==> src/core/uefg_regs.vh <==
// constants for the enhanced uart control block: register indices, fields, reset values
// assumes the register port is a byte-wide internal port with index, read and write strobes
`ifndef UEFG_REGS_VH
`define UEFG_REGS_VH
`define UEFG_A_SCRATCH   5'h07
`define UEFG_A_FCR       5'h02
`define UEFG_A_MCR       5'h04
`define UEFG_A_DLL       5'h00
`define UEFG_A_DLM       5'h01
`define UEFG_A_TX_FIFO_FREE_COUNT     5'h08
`define UEFG_A_RX_FIFO_FILL_COUNT     5'h09
`define UEFG_A_PIN_DIRECTION     5'h0a
`define UEFG_A_PIN_STATE   5'h0b
`define UEFG_A_PIN_INTERRUPT_ENABLE  5'h0c
`define UEFG_A_IOCTRL    5'h0e
`define UEFG_A_EXTRA_FEATURE_CONTROL      5'h0f
`define UEFG_A_DLD       5'h12
`define UEFG_A_EFR       5'h13
`define UEFG_A_TXDATA    5'h14
`define UEFG_A_RXDATA    5'h15
`define UEFG_A_TIMEOUT   5'h16
`define UEFG_EFR_ENH     4
`define UEFG_MCR_TCRTLR  2
`define UEFG_IOC_SRESET  3
`define UEFG_IOC_LATCH   0
`define UEFG_EXTRA_FEATURE_CONTROL_TXDIS  2
`define UEFG_EXTRA_FEATURE_CONTROL_RXDIS  1
`define UEFG_RST_DLL     8'h01
`define UEFG_RST_ZERO    8'h00
`define UEFG_RST_SCRATCH 8'hff
`define UEFG_FIFO_DEPTH  7'h40
`define UEFG_TIMEOUT_BITS 8'h28
`endif

==> src/core/uefg_core.v <==
// enhanced uart control: fifo levels and triggers, gpio, soft reset, tx/rx disable, divisor
// assumes a synchronous byte register port on clk, and gpio pins asynchronous to clk
// Notes on behaviour
// - tx ready when free entries reach trigger field times four
// - zero tx trigger field falls back to fifo control bits 5:4
// - rx ready when stored count reaches upper trigger field times four
// - zero rx trigger field falls back to fifo control bits 7:6
// - rx timeout when fifo non-empty and line idle for timeout period
// - level registers report free tx entries and stored rx characters
// - low pin direction bits set each gpio as output or input
// - state reads give input levels; writes drive output pins
// - interrupt enable bits allow input changes to interrupt
// - control bit 3 write causes software reset then self-clears
// - unlatched: change interrupts; read or reverting pin clears it
// - latched: change interrupts and captures value; only read clears
// - tx disable stops output after current character; fifo still fills
// - rx disable stops reception at once; current character completes
// - divisor is high:low bytes plus fraction/16; fraction needs enhanced enable
// - fraction bits 5:4 pick 16x, 8x or 4x sampling
// - enhanced bits 3:2 select transmit flow characters
// - enhanced bits 1:0 select receive comparison mode
// - enhanced bit 4 gates writes to enhanced bits and registers
// - trigger register shares scratch address when enhanced and selected
`timescale 1ns/100ps
`default_nettype none
`include "uefg_regs.vh"
module uefg_core #(
  parameter DEPTH_W = 7,
  parameter NGPIO   = 4
) (
  input  wire             clk,
  input  wire             reset,
  input  wire [4:0]       reg_index,
  input  wire             reg_wr,
  input  wire             reg_rd,
  input  wire [7:0]       reg_wdata,
  output reg  [7:0]       reg_rdata_ff,
  input  wire             tx_push,
  input  wire             tx_pop,
  input  wire             rx_push,
  input  wire             rx_pop,
  input  wire             rx_line_busy,
  input  wire             tx_char_active,
  input  wire             rx_char_active,
  input  wire             baud_tick,
  input  wire [NGPIO-1:0] gpio_in,
  output reg  [NGPIO-1:0] gpio_out_ff,
  output reg  [NGPIO-1:0] gpio_oe_ff,
  output reg              tx_ready_irq_ff,
  output reg              rx_ready_irq_ff,
  output reg              rx_timeout_irq_ff,
  output reg              irq_n_ff,
  output reg              tx_run_ff,
  output reg              rx_run_ff,
  output reg  [15:0]      divisor_int_ff,
  output reg  [3:0]       divisor_frac_ff,
  output reg  [1:0]       sample_mode_ff,
  output reg  [1:0]       tx_flow_sel_ff,
  output reg  [1:0]       rx_flow_sel_ff,
  output reg              soft_reset_ff
);
  // ========================================
  // registers
  reg [7:0]         trig_ff;
  reg [7:0]         fcr_ff;
  reg [7:0]         mcr_ff;
  reg [7:0]         scratch_ff;
  reg [7:0]         pin_direction_ff;
  reg [7:0]         pin_state_ff;
  reg [7:0]         ioint_ff;
  reg [7:0]         ioctl_ff;
  reg [7:0]         extra_feature_control_ff;
  reg [7:0]         dll_ff;
  reg [7:0]         dlm_ff;
  reg [7:0]         dld_ff;
  reg [7:0]         efr_ff;
  reg [DEPTH_W-1:0] tx_cnt_ff;
  reg [DEPTH_W-1:0] rx_cnt_ff;
  reg [NGPIO-1:0]   sync1_ff;
  reg [NGPIO-1:0]   sync2_ff;
  reg [NGPIO-1:0]   ref_ff;
  reg [NGPIO-1:0]   pend_ff;
  reg [NGPIO-1:0]   cap_ff;
  reg [7:0]       idle_ff;

  wire            any_rst = reset | soft_reset_ff;
  wire            enh     = efr_ff[`UEFG_EFR_ENH];
  wire            wr_en   = reg_wr;
  wire            tlr_sel = enh & mcr_ff[`UEFG_MCR_TCRTLR];
  wire [DEPTH_W-1:0] tx_free = `UEFG_FIFO_DEPTH - tx_cnt_ff;

  // ========================================
  // trigger selection
  function [DEPTH_W-1:0] trig_level;
    input [3:0] field;
    input [1:0] legacy;
    input       is_tx;
    begin
      if (field != 4'h0) begin
        trig_level = {1'b0, field, 2'b00};
      end else begin
        case (legacy)
          2'b00:   trig_level = is_tx ? 7'h08 : 7'h08;
          2'b01:   trig_level = is_tx ? 7'h10 : 7'h10;
          2'b10:   trig_level = is_tx ? 7'h20 : 7'h38;
          default: trig_level = is_tx ? 7'h38 : 7'h3c;
        endcase
      end
    end
  endfunction

  wire [DEPTH_W-1:0] tx_trig = trig_level(trig_ff[3:0], fcr_ff[5:4], 1'b1);
  wire [DEPTH_W-1:0] rx_trig = trig_level(trig_ff[7:4], fcr_ff[7:6], 1'b0);

  // ========================================
  // gpio input view
  wire [NGPIO-1:0] pin_view = ioctl_ff[`UEFG_IOC_LATCH] ? cap_ff : sync2_ff;
  wire [NGPIO-1:0] state_rd = (pin_direction_ff[NGPIO-1:0] & pin_state_ff[NGPIO-1:0]) |
                              (~pin_direction_ff[NGPIO-1:0] & pin_view);
  wire st_read = reg_rd & (reg_index == `UEFG_A_PIN_STATE);
  wire [NGPIO-1:0] change = (sync2_ff ^ ref_ff) & ~pin_direction_ff[NGPIO-1:0];
  // a pending latched bit keeps its first captured value until it is read
  wire [NGPIO-1:0] fresh  = change & ~(pend_ff & ~{NGPIO{st_read}});

  // ========================================
  // fifo count step, shared by both directions
  function [DEPTH_W-1:0] cnt_next;
    input [DEPTH_W-1:0] cnt;
    input               push;
    input               pop;
    reg                 do_push;
    reg                 do_pop;
    begin
      // events on a full or empty fifo are dropped rather than wrapping the count
      do_push = push && (cnt != `UEFG_FIFO_DEPTH);
      do_pop  = pop && (cnt != {DEPTH_W{1'b0}});
      if (do_push && !do_pop) begin
        cnt_next = cnt + 7'h01;
      end else if (do_pop && !do_push) begin
        cnt_next = cnt - 7'h01;
      end else begin
        cnt_next = cnt;
      end
    end
  endfunction

  // ========================================
  // register writes
  always @(posedge clk) begin
    if (any_rst) begin
      trig_ff       <= `UEFG_RST_ZERO;
      fcr_ff        <= `UEFG_RST_ZERO;
      mcr_ff        <= `UEFG_RST_ZERO;
      pin_direction_ff      <= `UEFG_RST_ZERO;
      pin_state_ff    <= `UEFG_RST_ZERO;
      ioint_ff      <= `UEFG_RST_ZERO;
      ioctl_ff      <= `UEFG_RST_ZERO;
      extra_feature_control_ff       <= `UEFG_RST_ZERO;
      dld_ff        <= `UEFG_RST_ZERO;
      efr_ff        <= `UEFG_RST_ZERO;
      soft_reset_ff <= 1'b0;
    end else begin
      soft_reset_ff <= 1'b0;
      if (wr_en) begin
        case (reg_index)
          `UEFG_A_FCR: fcr_ff <= enh ? reg_wdata : {reg_wdata[7:6], fcr_ff[5:4], reg_wdata[3:0]};
          `UEFG_A_MCR: mcr_ff <= enh ? reg_wdata : {mcr_ff[7:5], reg_wdata[4:3], mcr_ff[2], reg_wdata[1:0]};
          `UEFG_A_SCRATCH: if (tlr_sel) trig_ff <= reg_wdata;
          `UEFG_A_PIN_DIRECTION:    pin_direction_ff   <= reg_wdata;
          `UEFG_A_PIN_STATE:  pin_state_ff <= {4'h0, reg_wdata[3:0]};
          `UEFG_A_PIN_INTERRUPT_ENABLE: ioint_ff   <= reg_wdata;
          `UEFG_A_IOCTRL: begin
            ioctl_ff      <= {5'h00, reg_wdata[2:0]};
            soft_reset_ff <= reg_wdata[`UEFG_IOC_SRESET];
          end
          `UEFG_A_EXTRA_FEATURE_CONTROL: extra_feature_control_ff <= {5'h00, reg_wdata[2:1], 1'b0};
          `UEFG_A_DLD:  if (enh) dld_ff <= {2'b00, reg_wdata[5:0]};
          `UEFG_A_EFR:  efr_ff <= reg_wdata;
          default: ;
        endcase
      end
    end
  end

  // divisor bytes keep their values over the soft reset; only the pin reset reloads them
  always @(posedge clk) begin
    if (reset) begin
      dll_ff     <= `UEFG_RST_DLL;
      dlm_ff     <= `UEFG_RST_ZERO;
      scratch_ff <= `UEFG_RST_SCRATCH;
    end else if (wr_en) begin
      if (reg_index == `UEFG_A_DLL) dll_ff <= reg_wdata;
      if (reg_index == `UEFG_A_DLM) dlm_ff <= reg_wdata;
      if (reg_index == `UEFG_A_SCRATCH && !tlr_sel) scratch_ff <= reg_wdata;
    end
  end

  // ========================================
  // fifo occupancy
  always @(posedge clk) begin
    if (any_rst) begin
      tx_cnt_ff <= {DEPTH_W{1'b0}};
      rx_cnt_ff <= {DEPTH_W{1'b0}};
    end else begin
      // tx pushes are taken while disabled too, until full
      tx_cnt_ff <= cnt_next(tx_cnt_ff, tx_push, tx_pop);
      // a character already underway still lands after rx disable
      rx_cnt_ff <= cnt_next(rx_cnt_ff, rx_push, rx_pop);
    end
  end

  // ========================================
  // status, idle timer, control outputs
  always @(posedge clk) begin
    if (any_rst) begin
      idle_ff           <= 8'h00;
      tx_ready_irq_ff   <= 1'b0;
      rx_ready_irq_ff   <= 1'b0;
      rx_timeout_irq_ff <= 1'b0;
      tx_run_ff         <= 1'b1;
      rx_run_ff         <= 1'b1;
      divisor_int_ff    <= 16'h0001;
      divisor_frac_ff   <= 4'h0;
      sample_mode_ff    <= 2'b00;
      tx_flow_sel_ff    <= 2'b00;
      rx_flow_sel_ff    <= 2'b00;
    end else begin
      if (rx_line_busy || rx_cnt_ff == 0 || rx_pop)
        idle_ff <= 8'h00;
      else if (baud_tick && idle_ff != `UEFG_TIMEOUT_BITS)
        idle_ff <= idle_ff + 8'h01;
      tx_ready_irq_ff   <= tx_free >= tx_trig;
      rx_ready_irq_ff   <= rx_cnt_ff >= rx_trig;
      rx_timeout_irq_ff <= rx_cnt_ff != 0 && idle_ff == `UEFG_TIMEOUT_BITS;
      // disable takes effect only between characters on tx; on rx, run is held high while a character is active
      if (!tx_char_active) tx_run_ff <= ~extra_feature_control_ff[`UEFG_EXTRA_FEATURE_CONTROL_TXDIS];
      rx_run_ff <= ~extra_feature_control_ff[`UEFG_EXTRA_FEATURE_CONTROL_RXDIS] | rx_char_active;
      divisor_int_ff  <= {dlm_ff, dll_ff};
      divisor_frac_ff <= dld_ff[3:0];
      sample_mode_ff  <= dld_ff[5] ? 2'b10 : {1'b0, dld_ff[4]};
      tx_flow_sel_ff  <= efr_ff[3:2];
      rx_flow_sel_ff  <= efr_ff[1:0];
    end
  end

  // ========================================
  // gpio pins and change interrupts
  always @(posedge clk) begin
    if (any_rst) begin
      sync1_ff    <= {NGPIO{1'b0}};
      sync2_ff    <= {NGPIO{1'b0}};
      ref_ff      <= {NGPIO{1'b0}};
      pend_ff     <= {NGPIO{1'b0}};
      cap_ff      <= {NGPIO{1'b0}};
      gpio_out_ff <= {NGPIO{1'b0}};
      gpio_oe_ff  <= {NGPIO{1'b0}};
      irq_n_ff    <= 1'b1;
    end else begin
      sync1_ff    <= gpio_in;
      sync2_ff    <= sync1_ff;
      gpio_oe_ff  <= pin_direction_ff[NGPIO-1:0];
      gpio_out_ff <= pin_state_ff[NGPIO-1:0];
      if (ioctl_ff[`UEFG_IOC_LATCH]) begin
        // latched: new change sets and captures; read clears, set wins over read
        pend_ff <= (pend_ff & ~{NGPIO{st_read}}) | change;
        cap_ff  <= (cap_ff & ~fresh) | (sync2_ff & fresh);
        ref_ff  <= ref_ff ^ change;
      end else begin
        // unlatched: pending tracks mismatch against the level seen at last read
        // a read clears, unless the pin is moving again in the same cycle
        pend_ff <= st_read ? (change & (sync2_ff ^ sync1_ff)) : change;
        cap_ff  <= sync2_ff;
        if (st_read) ref_ff <= sync2_ff;
      end
      irq_n_ff <= ~|(pend_ff & ioint_ff[NGPIO-1:0]);
    end
  end

  // ========================================
  // register reads
  always @(posedge clk) begin
    if (any_rst) begin
      reg_rdata_ff <= 8'h00;
    end else if (reg_rd) begin
      case (reg_index)
        `UEFG_A_FCR:      reg_rdata_ff <= fcr_ff;
        `UEFG_A_MCR:      reg_rdata_ff <= mcr_ff;
        `UEFG_A_SCRATCH:  reg_rdata_ff <= tlr_sel ? trig_ff : scratch_ff;
        `UEFG_A_TX_FIFO_FREE_COUNT:    reg_rdata_ff <= {1'b0, tx_free};
        `UEFG_A_RX_FIFO_FILL_COUNT:    reg_rdata_ff <= {1'b0, rx_cnt_ff};
        `UEFG_A_PIN_DIRECTION:    reg_rdata_ff <= pin_direction_ff;
        `UEFG_A_PIN_STATE:  reg_rdata_ff <= {4'h0, state_rd};
        `UEFG_A_PIN_INTERRUPT_ENABLE: reg_rdata_ff <= ioint_ff;
        `UEFG_A_IOCTRL:   reg_rdata_ff <= ioctl_ff;
        `UEFG_A_EXTRA_FEATURE_CONTROL:     reg_rdata_ff <= extra_feature_control_ff;
        `UEFG_A_DLL:      reg_rdata_ff <= dll_ff;
        `UEFG_A_DLM:      reg_rdata_ff <= dlm_ff;
        `UEFG_A_DLD:      reg_rdata_ff <= dld_ff;
        `UEFG_A_EFR:      reg_rdata_ff <= efr_ff;
        default:          reg_rdata_ff <= 8'h00;
      endcase
    end
  end
endmodule // uefg_core
`default_nettype wire

==> config.mk <==
export PLATFORM = sky130hd
export DESIGN_NAME = uefg_core
export DESIGN_NICKNAME = d
export VERILOG_FILES = /design/src/core/uefg_core.v
export VERILOG_INCLUDE_DIRS = /design/src /design/src/core
export SDC_FILE = /design/constraint.sdc
export NUM_CORES = 1
export LEC_CHECK = 0
export ABC_CLOCK_PERIOD_IN_PS = 4490
export BUFFER_PORTS_ARGS = -buffer_cell sky130_fd_sc_hd__clkbuf_2
export CAP_MARGIN = 20
export CORE_MARGIN = 1.5
export CORE_UTILIZATION = 59
export DETAILED_ROUTE_END_ITERATION = 8
export GPL_TIMING_DRIVEN = 0
export PLACE_DENSITY = 0.79
export SLEW_MARGIN = 20
export SYNTH_ARGS = -nofsm -noshare
export SYNTH_HDL_FRONTEND = slang
export SYNTH_SLANG_ARGS = --single-unit
==> constraint.sdc <==
create_clock -name clk -period 4.49 [get_ports clk]
set_clock_uncertainty 0.2 [all_clocks]
set_input_delay 0.898 -clock clk [delete_from_list [all_inputs] [get_ports clk]]
set_output_delay 0.898 -clock clk [all_outputs]
set_load 0.02 [all_outputs]
==> impl_results.rst <==
.. list-table::
   :header-rows: 1

   * - Metric
     - Value
   * - Clock Tree Buf Depth
     - 2
   * - Worst Path Max Fanout
     - 7
   * - Global-route wire length before repair
     - ~37,000 um
   * - Post-route fraction of the period consumed by the critical path
     - 88.4%
   * - Height of the chip
     - 122 um
   * - Shortest period the worst path allows
     - just under 4 ns
   * - Average wire per cell in the routed design
     - 19.6 um
   * - Final standard cell area without fillers
     - 9590 um2
   * - Post-route setup TNS
     - 0 ns
   * - Floorplan core area
     - 13,900 um2
   * - GRT Residual Overflow
     - 0
   * - Outcome
     - complete, no violations
   * - Maximum number of pins on one net before global-route repair
     - 17
   * - Number of placed cells counting well taps
     - 1,177
   * - Cells after Synth
     - 927
   * - Worst Setup Path Type
     - reg2reg
   * - Number of endpoints with negative hold slack in the final report
     - 0
   * - Synth-to-Final Area Change
     - 14.4%
   * - Number of iterations in the first detailed-routing pass
     - 6
   * - Overall routed net length
     - 23,700 um
   * - Post-route setup slack
     - around 0.52 ns
   * - Max-capacitance violation count
     - 0
   * - Pleak
     - around 0.0037 uW
   * - GRT Util Overall
     - between 30% and 40%
   * - Count of warnings emitted by yosys
     - 0
   * - Total number of nets in the final design
     - 1,075
   * - Asr flop ratio synth
     - 0%
   * - Total count of max-transition violations in the final report
     - 0
   * - Initial antenna violation count
     - 0
   * - Syn Std Cell Area
     - 8390 um2
   * - DRC errors left
     - 0
   * - Sink Count
     - 178
   * - Number of top-level pins
     - 78
   * - Violation count after the first detailed-routing iteration
     - approximately 680
   * - Number of vias after detailed routing
     - 7,316
   * - Number of buffers added to fix hold violations after cts
     - 0
   * - Worst slack after detailed placement
     - about 0.53 ns
   * - Mean instance size in the synthesized netlist
     - 9.05 um2
   * - Number of flops mapped to enable cells by yosys
     - 0
   * - Headroom to the max-slew limit
     - 35.4%
   * - Total inserted antenna cells
     - 0
   * - Clock tree from TritonCTS
     - yes
   * - Count of antenna-violating nets left after detailed routing
     - 0
   * - Worst slew pin tran
     - about 0.94 ns
   * - Area contributors post-synth
     - sky130_fd_sc_hd__dfxtp_1 42%, sky130_fd_sc_hd__mux2i_1 7.0%, sky130_fd_sc_hd__nor2_1 4.2%
   * - Register area share after synthesis
     - 42.5%
   * - Crit end category
     - flip-flop
   * - Arrival time at the worst endpoint
     - 4.06 ns
   * - Setup repair after global routing missed its margin
     - no
   * - Number of library cell types mapped by synthesis
     - slightly below 80
   * - Overall die area
     - around 15,000 um2
   * - Total clock buffers created by CTS
     - 17
   * - Worst hold slack
     - 0.239 ns
   * - Number of non-filler instances in the completed layout
     - 1,208
   * - Most frequent standard cell in the layout excluding fill and tap cells
     - sky130_fd_sc_hd__dfxtp_1
   * - Proportion of layout cells with a drive suffix above 1
     - approximately 15%
   * - Count of buffers added by post-CTS timing repair for setup
     - 0
   * - Startpoint class of the critical path
     - flip-flop
   * - Starting Density
     - 60.4%
   * - Placement row count
     - 43
   * - # H-tree levels
     - 4
   * - Number of instances resized during post-cts repair
     - 0
   * - Max Clock Freq
     - 252 MHz
   * - Required time at the endpoint of the critical path
     - 4.58 ns
   * - HPWL Detailed
     - approximately 17,000 um
   * - Number of endpoints failing setup at the final stage
     - 0
   * - Dominant cell type by area after synthesis
     - sky130_fd_sc_hd__dfxtp_1
   * - Number of global-route vias before repair
     - between 6,000 and 7,000
   * - Worst min-delay path category
     - reg2reg
   * - Total power per unit cell area
     - 459 nW/um2
   * - Yosys top cell area share
     - 42.5%
   * - Highest-count cells in the layout ignoring fill and taps
     - 178 x sky130_fd_sc_hd__dfxtp_1, 94 x sky130_fd_sc_hd__nor2_1, 77 x sky130_fd_sc_hd__nand2_1
   * - Width of the die
     - 122 um
   * - Vias per inst
     - 6.06
   * - Main synth FF type
     - sky130_fd_sc_hd__dfxtp_1
   * - Cell Area, Placed
     - 8960 um2
   * - CTS Root Cell
     - sky130_fd_sc_hd__clkbuf_16
   * - Clock latency reported for the late side of the worst-skew pair
     - approximately 0.43 ns
   * - Peak supply drop
     - around 0.0004 V
   * - Clock transition time at the flip-flop clock pins of the worst setup and hold paths
     - about 0.07 ns
   * - Register bit total from synthesis
     - about 180
   * - Number of nets in the synthesized netlist
     - a little under 1,000
   * - RePlAce Congestion
     - between 0.9 and 1
   * - Count of input and output buffers
     - 70
[final cells by class]
type / instances / area [um2]
Clock inverter: 10 / 183
Buffer: 61 / 287
Tap cell: 180 / 225
Inverter: 14 / 52.6
Clock buffer: 21 / 450
Multi-Input combinational cell: 674 / 4480
Sequential cell: 178 / 3560
Timing Repair Buffer: 70 / 350
Fill cell: 1164 / 4290
[metrics by stage]
step | util [%] | total power, uW
finish | 69.1 | 4400
global route | 69.1 | 4620
global placement | 64.6 | 2780
detailed placement | 64.6 | 2810
CTS | 69.1 | 4400
floorplan | - | 2550
[kinds of logic after synthesis]
group | count (synthesis) | share of synthesized area, %
simple gates | 364 | 23.0
compound gates | 184 | 14.6
flops | 178 | 42.5
buf+inv | 75 | 4.04
mux | 69 | 8.39
fa+ha+maj | 30 | 4.66
xor+xnor | 27 | 2.82
[power by group]
part / switching, uW / internal (uW)
Clock: 612 / 997
Combinational: 610 / 437
Sequential: 94.1 / 1650
[metal layers]
layer,wire (um),GRT usage (%),vias up
met2,10800,51.6,346
li1,-,-,3461
met3,2100,8.32,80
met4,1050,16.6,0
met5,0,0,-
met1,9710,41.5,3429
[worst max-delay path, cell delays in order (launching register included)]
cell and delay, ns:
sky130_fd_sc_hd__dfxtp_1 0.33, sky130_fd_sc_hd__clkbuf_1 0.21, sky130_fd_sc_hd__inv_1 0.10, sky130_fd_sc_hd__ha_1 0.21
sky130_fd_sc_hd__or3b_2 0.51, sky130_fd_sc_hd__nor4_1 0.39, sky130_fd_sc_hd__nand2b_1 0.17, sky130_fd_sc_hd__ha_1 0.20
sky130_fd_sc_hd__inv_1 0.16, sky130_fd_sc_hd__ha_1 0.24, sky130_fd_sc_hd__or4_1 0.48, sky130_fd_sc_hd__a311o_1 0.33
sky130_fd_sc_hd__o211ai_1 0.11, sky130_fd_sc_hd__xnor2_1 0.14, sky130_fd_sc_hd__nor2_1 0.05
[final timing paths]
path | start | cells past startpoint | end | slack (ns)
max | tx_cnt_ff[0] | 14 | tx_cnt_ff[6] | 0.52
min | extra_feature_control_ff[1] | 1 | rx_run_ff | 0.24
max reg2reg | tx_cnt_ff[0] | 14 | tx_cnt_ff[6] | 0.52
min reg2reg | extra_feature_control_ff[1] | 1 | rx_run_ff | 0.24
[Yosys cell counts (3+ instances only)]
| cell type | n |
|---|---|
| sky130_fd_sc_hd__a2111oi_0 | 3 |
| sky130_fd_sc_hd__a211o_1 | 9 |
| sky130_fd_sc_hd__a211oi_1 | 3 |
| sky130_fd_sc_hd__a21boi_0 | 6 |
| sky130_fd_sc_hd__a21o_1 | 5 |
| sky130_fd_sc_hd__a21oi_1 | 59 |
| sky130_fd_sc_hd__a22o_1 | 8 |
| sky130_fd_sc_hd__a22oi_1 | 20 |
| sky130_fd_sc_hd__a31oi_1 | 7 |
| sky130_fd_sc_hd__and2_1 | 45 |
| sky130_fd_sc_hd__and3_1 | 8 |
| sky130_fd_sc_hd__and4_1 | 3 |
| sky130_fd_sc_hd__and4b_1 | 3 |
| sky130_fd_sc_hd__buf_1 | 4 |
| sky130_fd_sc_hd__buf_2 | 16 |
| sky130_fd_sc_hd__buf_4 | 5 |
| sky130_fd_sc_hd__clkbuf_1 | 33 |
| sky130_fd_sc_hd__dfxtp_1 | 178 |
| sky130_fd_sc_hd__ha_1 | 28 |
| sky130_fd_sc_hd__inv_1 | 14 |
| sky130_fd_sc_hd__mux2_2 | 10 |
| sky130_fd_sc_hd__mux2i_1 | 59 |
| sky130_fd_sc_hd__nand2_1 | 77 |
| sky130_fd_sc_hd__nand2b_1 | 7 |
| sky130_fd_sc_hd__nand3_1 | 47 |
| sky130_fd_sc_hd__nand3b_1 | 3 |
| sky130_fd_sc_hd__nand4_1 | 6 |
| sky130_fd_sc_hd__nor2_1 | 94 |
| sky130_fd_sc_hd__nor2b_1 | 17 |
| sky130_fd_sc_hd__nor3_1 | 8 |
| sky130_fd_sc_hd__nor4_1 | 11 |
| sky130_fd_sc_hd__nor4b_1 | 4 |
| sky130_fd_sc_hd__o211ai_1 | 7 |
| sky130_fd_sc_hd__o21ai_0 | 29 |
| sky130_fd_sc_hd__o31a_1 | 7 |
| sky130_fd_sc_hd__or3_1 | 3 |
| sky130_fd_sc_hd__xnor2_1 | 13 |
| sky130_fd_sc_hd__xor2_1 | 14 |
[registers in the layout, indices dropped and copies added, names as in the netlist, 8 cells and up, named ones only]
name              flops
efr_ff                8
trig_ff               8
divisor_int_ff       16
dlm_ff                8
reg_rdata_ff          8
mcr_ff                8
dll_ff                8
ioint_ff              8
fcr_ff                8
pin_direction_ff      8
idle_ff               8
scratch_ff            8
Power figures use the tool's default switching activity.
